**src/rtl/timing_event_flags_defs.vh**
```
// Register map, field positions, reset values and mode codes of the timing event flags.
// Assumes inclusion by bare name from the design files under rtl/.
`ifndef TIMING_EVENT_FLAGS_DEFS_VH
`define TIMING_EVENT_FLAGS_DEFS_VH

// Register offsets on the register port.
`define OFS_FLAGS_LOW        7'h05
`define OFS_FLAGS_MID        7'h06
`define REG_ADDR_W           7

// Field positions in the low flag byte.
`define BIT_REF_ONE_CHG      2
`define BIT_REF_TWO_CHG      3
`define BIT_REF_THREE_CHG    7

// Field positions in the second flag byte.
`define BIT_REF_FOUR_CHG     0
`define BIT_MAIN_REF_FAIL    6
`define BIT_MODE_CHG         7

// Reset values of the two flag bytes.
`define RST_FLAGS_LOW        8'hFF
`define RST_FLAGS_MID        8'h7F

// Primary loop operating mode codes seen on the mode input.
`define MODE_FREE_RUN        3'h1
`define MODE_HOLDOVER        3'h2

// Missing selected-reference cycles that declare the main reference failed.
`define MAIN_REF_MISS_CYC    2
`define GAP_CNT_W            16

`endif
```
**src/rtl/latched_flag.v**
```verilog
// One sticky event flag: set by a hardware event, cleared by a software write of one.
// Assumes rst_n_i is an already synchronised active-low reset.
`default_nettype none

module latched_flag #(
    parameter RST_VAL = 1'b0
) (
    input  wire clk_i,
    input  wire rst_n_i,
    input  wire set_i,
    input  wire clr_i,
    output wire flag_o
);

    reg flag_ff;

    // The set has priority so an event in the clearing cycle is never lost.
    always @(posedge clk_i or negedge rst_n_i) begin
        if (!rst_n_i) begin
            flag_ff <= RST_VAL;
        end else if (set_i) begin
            flag_ff <= 1'b1;
        end else if (clr_i) begin
            flag_ff <= 1'b0;
        end
    end

    assign flag_o = flag_ff;

endmodule

`default_nettype wire

```
**src/rtl/timing_event_flags.v**
```verilog
// Latched event flags of the timing source: reference validity changes, primary loop
// mode change and main reference failure, read and cleared over the register port.
// Assumes all inputs are synchronous to clk_i and the register port strobes last one cycle.
//
// Behaviour
// - A flag at bits 2, 3 and 7 of the low byte sets whenever reference input one, two or three changes validity.
// - Bit 6 of the second byte flags failure of the reference selected for the primary loop.
// - The main reference failure flag is not raised while the primary loop is in free-run or holdover.
// - Each raised flag stays latched until software writes one to its bit; writing zero leaves it alone.
// - The low byte resets to all ones, with bits 6 to 4 and 1 to 0 unused.
// - The second byte resets to 0111 1111, so the mode change flag starts clear.
`default_nettype none
`include "timing_event_flags_defs.vh"

module timing_event_flags (
    input  wire                   clk_i,
    input  wire                   rst_n_i,
    input  wire [`REG_ADDR_W-1:0] reg_addr_i,
    input  wire                   reg_wr_i,
    input  wire                   reg_rd_i,
    input  wire [7:0]             reg_wdata_i,
    output wire [7:0]             reg_rdata_o,
    input  wire [3:0]             ref_valid_i,
    input  wire [1:0]             ref_select_i,
    input  wire                   sel_ref_clk_i,
    input  wire [2:0]             primary_loop_mode_i
);

    reg                   rst_meta_ff;
    reg                   rst_sync_ff;
    reg [7:0]             rdata_ff;
    reg [3:0]             valid_prev_ff;
    reg [2:0]             mode_prev_ff;
    reg                   armed_ff;
    reg                   ref_clk_prev_ff;
    reg [1:0]             select_prev_ff;
    reg [`GAP_CNT_W-1:0]  gap_cnt_ff;
    reg [`GAP_CNT_W-1:0]  period_ff;
    reg [1:0]             edges_seen_ff;
    reg                   fail_seen_ff;
    reg [`GAP_CNT_W-1:0]  nxt_gap_cnt;
    reg [`GAP_CNT_W+1:0]  miss_limit;

    wire                  rst_n;
    wire                  ref_edge;
    wire                  select_chg;
    wire                  loop_not_tracking;
    wire                  gap_expired;
    wire                  wr_low;
    wire                  wr_mid;
    wire [3:0]            valid_chg;
    wire                  mode_chg;
    wire                  main_fail_evt;
    wire [3:0]            ref_flag;
    wire                  mode_flag;
    wire                  fail_flag;
    wire [7:0]            flags_low;
    wire [7:0]            flags_mid;

    // Reset bytes as sized constants, so that each flag takes exactly one reset bit.
    localparam [7:0]             RST_LOW   = `RST_FLAGS_LOW;
    localparam [7:0]             RST_MID   = `RST_FLAGS_MID;
    // The period multiplier is sized to the limit, so the product keeps the limit's width.
    localparam [`GAP_CNT_W+1:0]  MISS_MULT = `MAIN_REF_MISS_CYC + 1;

    // Reset is asserted at once but released through two flops to avoid a ragged release.
    always @(posedge clk_i or negedge rst_n_i) begin
        if (!rst_n_i) begin
            rst_meta_ff <= 1'b0;
            rst_sync_ff <= 1'b0;
        end else begin
            rst_meta_ff <= 1'b1;
            rst_sync_ff <= rst_meta_ff;
        end
    end

    assign rst_n = rst_sync_ff;

    // History of the monitored levels; the first cycle after reset only loads it,
    // so the zeros loaded by reset never fake a change.
    always @(posedge clk_i or negedge rst_n) begin
        if (!rst_n) begin
            valid_prev_ff <= 4'h0;
            mode_prev_ff  <= 3'h0;
            armed_ff      <= 1'b0;
        end else begin
            valid_prev_ff <= ref_valid_i;
            mode_prev_ff  <= primary_loop_mode_i;
            armed_ff      <= 1'b1;
        end
    end

    assign valid_chg = armed_ff ? (ref_valid_i ^ valid_prev_ff) : 4'h0;
    assign mode_chg  = armed_ff && (primary_loop_mode_i != mode_prev_ff);

    // Missing-cycle detector on the selected reference.
    assign ref_edge          = sel_ref_clk_i && !ref_clk_prev_ff;
    assign select_chg        = ref_select_i != select_prev_ff;
    assign loop_not_tracking = (primary_loop_mode_i == `MODE_FREE_RUN) ||
                               (primary_loop_mode_i == `MODE_HOLDOVER);

    // A gap of one nominal period plus the missing cycles means that many edges are gone.
    always @* begin
        miss_limit  = {2'h0, period_ff} * MISS_MULT;
        nxt_gap_cnt = gap_cnt_ff;
        if (ref_edge || select_chg) begin
            nxt_gap_cnt = {`GAP_CNT_W{1'b0}};
        end else if (gap_cnt_ff != {`GAP_CNT_W{1'b1}}) begin
            nxt_gap_cnt = gap_cnt_ff + {{(`GAP_CNT_W-1){1'b0}}, 1'b1};
        end
    end

    assign gap_expired = (edges_seen_ff == 2'h2) &&
                         ({2'b00, gap_cnt_ff} >= miss_limit);

    // One failure event per outage; the next edge or a reselection rearms it.
    assign main_fail_evt = gap_expired && !fail_seen_ff && !loop_not_tracking;

    // The period is learnt from the last full cycle, so a new selection needs two
    // edges before failure can be judged; a reference slower than the counter saturates.
    always @(posedge clk_i or negedge rst_n) begin
        if (!rst_n) begin
            ref_clk_prev_ff <= 1'b0;
            select_prev_ff  <= 2'h0;
            gap_cnt_ff      <= {`GAP_CNT_W{1'b0}};
            period_ff       <= {`GAP_CNT_W{1'b0}};
            edges_seen_ff   <= 2'h0;
            fail_seen_ff    <= 1'b0;
        end else begin
            ref_clk_prev_ff <= sel_ref_clk_i;
            select_prev_ff  <= ref_select_i;
            gap_cnt_ff      <= nxt_gap_cnt;
            if (select_chg) begin
                edges_seen_ff <= 2'h0;
                fail_seen_ff  <= 1'b0;
            end else if (ref_edge) begin
                fail_seen_ff <= 1'b0;
                period_ff    <= gap_cnt_ff + {{(`GAP_CNT_W-1){1'b0}}, 1'b1};
                if (edges_seen_ff != 2'h2) begin
                    edges_seen_ff <= edges_seen_ff + 2'h1;
                end
            end else if (gap_expired) begin
                fail_seen_ff <= 1'b1;
            end
        end
    end

    // Write-one-to-clear decode; a zero bit in the write data leaves its flag alone.
    assign wr_low = reg_wr_i && (reg_addr_i == `OFS_FLAGS_LOW);
    assign wr_mid = reg_wr_i && (reg_addr_i == `OFS_FLAGS_MID);

    latched_flag #(.RST_VAL(RST_LOW[`BIT_REF_ONE_CHG])) u_flag_ref_one (
        .clk_i   (clk_i),
        .rst_n_i (rst_n),
        .set_i   (valid_chg[0]),
        .clr_i   (wr_low && reg_wdata_i[`BIT_REF_ONE_CHG]),
        .flag_o  (ref_flag[0])
    );

    latched_flag #(.RST_VAL(RST_LOW[`BIT_REF_TWO_CHG])) u_flag_ref_two (
        .clk_i   (clk_i),
        .rst_n_i (rst_n),
        .set_i   (valid_chg[1]),
        .clr_i   (wr_low && reg_wdata_i[`BIT_REF_TWO_CHG]),
        .flag_o  (ref_flag[1])
    );

    latched_flag #(.RST_VAL(RST_LOW[`BIT_REF_THREE_CHG])) u_flag_ref_three (
        .clk_i   (clk_i),
        .rst_n_i (rst_n),
        .set_i   (valid_chg[2]),
        .clr_i   (wr_low && reg_wdata_i[`BIT_REF_THREE_CHG]),
        .flag_o  (ref_flag[2])
    );

    latched_flag #(.RST_VAL(RST_MID[`BIT_REF_FOUR_CHG])) u_flag_ref_four (
        .clk_i   (clk_i),
        .rst_n_i (rst_n),
        .set_i   (valid_chg[3]),
        .clr_i   (wr_mid && reg_wdata_i[`BIT_REF_FOUR_CHG]),
        .flag_o  (ref_flag[3])
    );

    latched_flag #(.RST_VAL(RST_MID[`BIT_MAIN_REF_FAIL])) u_flag_main_fail (
        .clk_i   (clk_i),
        .rst_n_i (rst_n),
        .set_i   (main_fail_evt),
        .clr_i   (wr_mid && reg_wdata_i[`BIT_MAIN_REF_FAIL]),
        .flag_o  (fail_flag)
    );

    latched_flag #(.RST_VAL(RST_MID[`BIT_MODE_CHG])) u_flag_mode (
        .clk_i   (clk_i),
        .rst_n_i (rst_n),
        .set_i   (mode_chg),
        .clr_i   (wr_mid && reg_wdata_i[`BIT_MODE_CHG]),
        .flag_o  (mode_flag)
    );

    // Unused positions read back their reset value, which is one in both bytes.
    assign flags_low = {ref_flag[2], 3'b111, ref_flag[1], ref_flag[0], 2'b11};
    assign flags_mid = {mode_flag, fail_flag, 5'b11111, ref_flag[3]};

    // Read data is registered so the output comes straight from a flop; it holds
    // until the next read, and unmapped addresses read as zero.
    always @(posedge clk_i or negedge rst_n) begin
        if (!rst_n) begin
            rdata_ff <= 8'h00;
        end else if (reg_rd_i) begin
            case (reg_addr_i)
                `OFS_FLAGS_LOW: rdata_ff <= flags_low;
                `OFS_FLAGS_MID: rdata_ff <= flags_mid;
                default:        rdata_ff <= 8'h00;
            endcase
        end
    end

    assign reg_rdata_o = rdata_ff;

endmodule

`default_nettype wire

```
**config.mk**
```make
export PLATFORM = sky130hd
export DESIGN_NAME = timing_event_flags
export DESIGN_NICKNAME = d
export VERILOG_FILES = /design/src/rtl/latched_flag.v /design/src/rtl/timing_event_flags.v
export VERILOG_INCLUDE_DIRS = /design/src /design/src/rtl
export SDC_FILE = /design/constraint.sdc
export NUM_CORES = 1
export LEC_CHECK = 0
export ABC_AREA = 1
export ABC_CLOCK_PERIOD_IN_PS = 2029
export BUFFER_PORTS_ARGS = -buffer_cell sky130_fd_sc_hd__buf_4
export CAP_MARGIN = 20
export CELL_PAD_IN_SITES_DETAIL_PLACEMENT = 1
export CELL_PAD_IN_SITES_GLOBAL_PLACEMENT = 1
export CORE_MARGIN = 5
export CORE_UTILIZATION = 40
export CTS_CLUSTER_DIAMETER = 80
export CTS_CLUSTER_SIZE = 40
export DETAILED_ROUTE_END_ITERATION = 7
export GPL_ROUTABILITY_DRIVEN = 1
export PLACE_DENSITY_LB_ADDON = 0.1
export SKIP_LAST_GASP = 1
export SLEW_MARGIN = 25
export SYNTH_ARGS = -nofsm -noshare
export SYNTH_HDL_FRONTEND = slang
export SYNTH_SLANG_ARGS = --single-unit
```
**constraint.sdc**
```tcl
create_clock -name clk_i -period 2.03 [get_ports clk_i]
set_clock_uncertainty 0.05 [all_clocks]
set_input_delay 0.1015 -clock clk_i [delete_from_list [all_inputs] [get_ports clk_i]]
set_output_delay 0.1015 -clock clk_i [all_outputs]
set_load 0.01 [all_outputs]
```
---- Yosys cells after proc, flatten, opt, wreduce, memory -nomap -nowiden ----
Cells that the tools add are included.
storage, ports and cells
  register bits after elaboration ......... 62
  word-level logic and storage cells ...... 85
  input bits .............................. 29
cells by class
  eq/ne operators ......................... 9
  muxes and demuxes ....................... 22
  magnitude comparators ................... 1
  bitwise operators ....................... 2
  reduce and logical (&&, ||, !) cells .... 30
  $mul .................................... 1
  $add $sub $neg .......................... 2
operator list
  kind                   count
  $mux 16                2
  $ge 16x18->1           1
  $mul 16x2->18 const B  1
  $reduce_bool 2->1      9
  $add 16x1->16 const B  1
  $ne 16x16->1 const B   1
  $pmux 8 s2             1
  $mux 1                 15
  $eq 7x3->1 const B     2
  $logic_and 1x1->1      13
  $mux 2                 3
  $mux 4                 1
  $reduce_and 2->1       2
  $xor 4x4->4            1
  $eq 3x1->1 const B     1
  $eq 3x2->1 const B     1
  $logic_not 1->1        3
  $ne 3x3->1             1
  $reduce_bool 3->1      1
  $add 2x1->2 const B    1
  $eq 2x2->1 const B     1
  $logic_or 1x1->1       2
  $ne 2x2->1             1
  $ne 2x2->1 const B     1
  $not 1->1              1

---- Longest topological paths before layout ----
  depth in word-level cells ............... 6
  depth in mapped cells ................... 19

---- Modules after synthesis ----
A second synthesis with hierarchy kept.
unflattened totals
  cell total of the unflattened synthesis .. 476
  area total of the unflattened synthesis .. 3,721.1 um2
by module, submodules not included
  module                                times used  cells an instance  area each (um2)
  timing_event_flags                    1           446                3,474.6
  latched_flag at u_flag_main_fail ...  5           5                  41.3
  latched_flag at u_flag_mode           1           5                  40.0

---- Worst setup path after synthesis ----
OpenSTA, ideal clock, no wires.
  kind .................................... register to register
  from .................................... reg period_ff[1]
  to ...................................... reg fail_seen_ff
  cell stages (with the launch flop) ...... 18
  arrival ................................. 2.634 ns
  buffers on the path ..................... 0
  setup slack ............................. -0.775 ns
  required time ........................... 1.859 ns
  setup time .............................. 0.121 ns
  clock period less this slack ............ 2.805 ns
  path through ............................ dfrtp_1 -> ha_1 -> fa_1 -> nand3_1 -> nand2_1 -> a21boi_2 -> o21ai_0 -> a21oi_1 -> xor2_1 -> ha_1 -> a21oi_1 -> nor2_1 -> a211oi_1 -> nand2_1 -> nand2_1 -> nand2_1 -> nand2_1 -> a21oi_1
between the ends
  longest elaborated chain between the ends .. 4
ends and longest elaborated chain
  what                         line                      text
  start, declared              timing_event_flags.v:38   reg [`GAP_CNT_W-1:0] period_ff;
  start signal, assigned       timing_event_flags.v:126  period_ff <= {`GAP_CNT_W{1'b0}};
  start signal, assigned       timing_event_flags.v:138  period_ff <= gap_cnt_ff + {{(`GAP_CNT_W-1){1'b0}}, 1'b1};
  $mul 16x2->18                timing_event_flags.v:104  miss_limit = {2'h0, period_ff} * MISS_MULT;
  $ge 16x18->1                 timing_event_flags.v:114  ({2'b00, gap_cnt_ff} >= miss_limit);
  $logic_and 1x1->1            timing_event_flags.v:113  assign gap_expired = (edges_seen_ff == 2'h2) &&
  $reduce_bool 3->1 (no line)  --
  end signal, assigned         timing_event_flags.v:128  fail_seen_ff <= 1'b0;
  end signal, assigned         timing_event_flags.v:135  fail_seen_ff <= 1'b0;
  end signal, assigned         timing_event_flags.v:137  fail_seen_ff <= 1'b0;
  end, declared                timing_event_flags.v:40   reg fail_seen_ff;
No other way between the ends.
A chain may end at the register's enable or synchronous reset.

---- Worst setup path in the final report ----
Same ends and word-level chain as after synthesis.

==> impl_metrics.tcl <==
set metrics [dict create \
    status "complete, but fails checks" \
    violations "negative setup slack" \
    rr_endpoint "fail_seen_ff" \
    diodes 0 \
    synth_top_area_frac 0.369 \
    leakagePower_nw 2.75 \
    max_freq_ghz 0.360 \
    initial_core_util 0.408 \
    power_density_nw_per_um2 560 \
    yosysWarnings 0 \
    synth_edf_count 0 \
    cp-start-kind "register" \
    hold_ws_ns 0.0350 \
    clock_latency_ns 0.34 \
    nFillCells 1070 \
    crit_fanout 2 \
    worstHoldPathType "in2async" \
    grt_max_degree 59 \
    setup_viol 2 \
    ff2ff_path_depth 21 \
    nNetsFinal 626 \
    max_cap_viol_count 0 \
    cts_made_buffers 9 \
    syn_inst 456 \
    cts_root_buffer "clkbuf_8" \
    ir_drop_mv 0.374 \
    place_hpwl_um 7120 \
    cp-end-kind "register" \
    die_y_um 107 \
    final.min_clock_period_ns 2.78 \
    worst-setup-path-type "reg2reg" \
    die_w_um 107 \
    ios 37 \
    gp_congestion 0.805 \
    ys_ff_latch 60 \
    worstPathArrival_ns 2.96 \
    seq_area_um2 1510 \
    cts_buffer_depth 2 \
    cp_top_family "simple AND/OR/NAND/NOR gates" \
    grt_antenna_before_repair 0 \
    slew_viol_final 0 \
    r2r_start "period_ff[1]" \
    ys_seq_area_frac 0.404 \
    rsz0062_at_grt "yes" \
    routed_via_density 4.86 \
    critPathMaxStageDelay_ns 0.39 \
    ys_top_cells_by_area "dfrtp_1, nand2_1, ha_1" \
    io_buffer_count 33 \
    htree_num_levels 3 \
    yosysUniqueCellTypes 42 \
    core_um2 9150 \
    drc_errors 0 \
    drive_gt1_frac 0.268 \
    vias 3298 \
    drtAntennaViolNets 0 \
    wl_per_cell_um 14.0 \
    grt_use_total 0.177 \
    synth_largest_area_cell "dfrtp_1" \
    syn_area_per_cell_um2 8.18 \
    path_depth 21 \
    fp-row-count 35 \
    grt_pass1_wl_um 16000 \
    routed_wl_um 9500 \
    crit_buf_inv 2 \
    cts_tree "built" \
    multi_input_area_um2 2100 \
    dp_slack_ns -0.728 \
    async_reset_ff_frac 1.00 \
    crit_end "fail_seen_ff" \
    clk_pin_slew_ns 0.07 \
    ff2ff_setup_slack_ns -0.75 \
    critPathSlowestCell "dfrtp_1" \
    p_total_mw 2.77 \
    gr-total-overflow 0 \
    detail_route.first_pass.iterations 4 \
    path_cells "buf_4, buf_4, ha_1, nand3_2, nand2_2, nand2_2, nand2_2, nand2_1, nand2_1, nand2_1, nand2_2, xnor2_2, ha_1, nand2_2, nor2_1, a211oi_1, nand2_1, nand2_1, nand2_1, nand2_2, a21oi_1" \
    cp.required_ns 2.21 \
    first_global_vias 3541 \
    areaGrowthSynthToFinish_pct 32.7 \
    synth-main-ff-cell "dfrtp_1" \
    syn_area_um2 3730 \
    timing.final.ws_setup_ns -0.751 \
    cts.sinks 60 \
    fin_crit_sh 1.37 \
    hold_viol_final 0 \
    drtIter0Drc 98 \
    critPathLaunch "period_ff[1]" \
    die-area_um2 11400 \
]
[per-layer routing]
layer  up-vias  part of all wire  global-route usage
met5         -                 0                   0
met4         0             0.012              0.0548
met3        10             0.027              0.0279
met2        43              0.50               0.317
met1      1589              0.46               0.217
li1       1656                 -                   -
[cell type report]
cell class	count	area share
Timing Repair Buffer	100	0.163
Clock buffer	10	0.0278
Inverter	50	0.0379
Multi-Input combinational cell	341	0.425
Sequential cell	60	0.305
Tap cell	111	0.0281
Clock inverter	6	0.0129
[registers in the layout, summed over array words and instances (netlist names)]
register / cells
u_flag_ref_two.flag_o: 1
valid_prev_ff: 4
edges_seen_ff: 2
period_ff: 16
armed_ff: 1
u_flag_ref_three.flag_o: 1
mode_prev_ff: 3
select_prev_ff: 2
gap_cnt_ff: 16
u_flag_main_fail.flag_o: 1
u_flag_mode.flag_o: 1
u_flag_ref_one.flag_o: 1
fail_seen_ff: 1
rst_n: 1
ref_clk_prev_ff: 1
rst_meta_ff: 1
reg_rdata_o: 6
u_flag_ref_four.flag_o: 1
[worst min-delay path by stage]
stage / start / end / slack [ns] / depth (start not counted)
floorplan: rst_n_i / rst_meta_ff / -0.24 / 0
global placement: rst_n_i / rst_meta_ff / -0.17 / 1
detailed placement: rst_n_i / rst_meta_ff / -0.16 / 1
CTS: rst_n_i / rst_n / 0.007 / 2
global route: rst_n_i / rst_n / 0.03 / 2
finish: rst_n_i / rst_n / 0.04 / 2
[layout by cell type (no fill, tap or decap), types with 7 or more instances in the layout]
master / n
nand2_1: 160
buf_4: 85
dfrtp_1: 54
inv_1: 49
ha_1: 30
nor2_1: 19
xor2_1: 19
a21oi_1: 14
dlygate4sd3_1: 13
o21ai_0: 12
xnor2_1: 12
nand3_1: 11
clkbuf_8: 10
nand2_2: 7
[cells by family after synthesis]
logic type	count (synthesis)	synth area share
AND/OR/NAND/NOR	225	0.261
flip-flops	60	0.404
buffers and inverters	56	0.0614
AO/OA/AOI/OAI	45	0.0708
adder cells (fa/ha/maj)	35	0.119
XOR/XNOR	34	0.0819
other	1	0.00101
[power breakdown]
group	internal (mW)	total [mW]	switching [mW]	leakage (nW)
Clock	0.598	1.10	0.506	0.0983
Sequential	1.25	1.27	0.0259	0.780
Combinational	0.182	0.395	0.213	1.87
[cells in the mapped netlist, types with 2 or more instances]
| library cell | count |
|---|---|
| nand2_1 | 167 |
| dfrtp_1 | 55 |
| inv_1 | 49 |
| ha_1 | 34 |
| a21oi_1 | 19 |
| nor2_1 | 19 |
| xor2_1 | 19 |
| xnor2_1 | 14 |
| nand3_1 | 13 |
| o21ai_0 | 13 |
| nor3_1 | 6 |
| dfstp_2 | 5 |
| nor2_2 | 5 |
| or2_2 | 4 |
| a32o_1 | 3 |
| buf_2 | 3 |
| a21o_1 | 2 |
| buf_4 | 2 |
[stage by stage]
| stage | cells | cell area [um2] | utilization | TNS [ns] |
|---|---|---|---|---|
| floorplan | 457 | 3750 | - | -1.28 |
| global placement | 641 | 4450 | 0.487 | -1.33 |
| detailed placement | 641 | 4450 | 0.487 | -1.45 |
| CTS | 672 | 4820 | 0.526 | -1.42 |
| global route | 678 | 4950 | 0.541 | -1.85 |
| finish | 678 | 4950 | 0.541 | -1.47 |
[what timing repair did]
item | in CTS | in global routing
setup buffers | 2 | 6
gates resized for setup | 5 | 14
pin swaps | 5 | 7
setup endpoints to repair | 2 | 3
hold endpoints to repair | 15 | 0
hold buffers | 13 | 0
(Power assumes the default switching activity.)
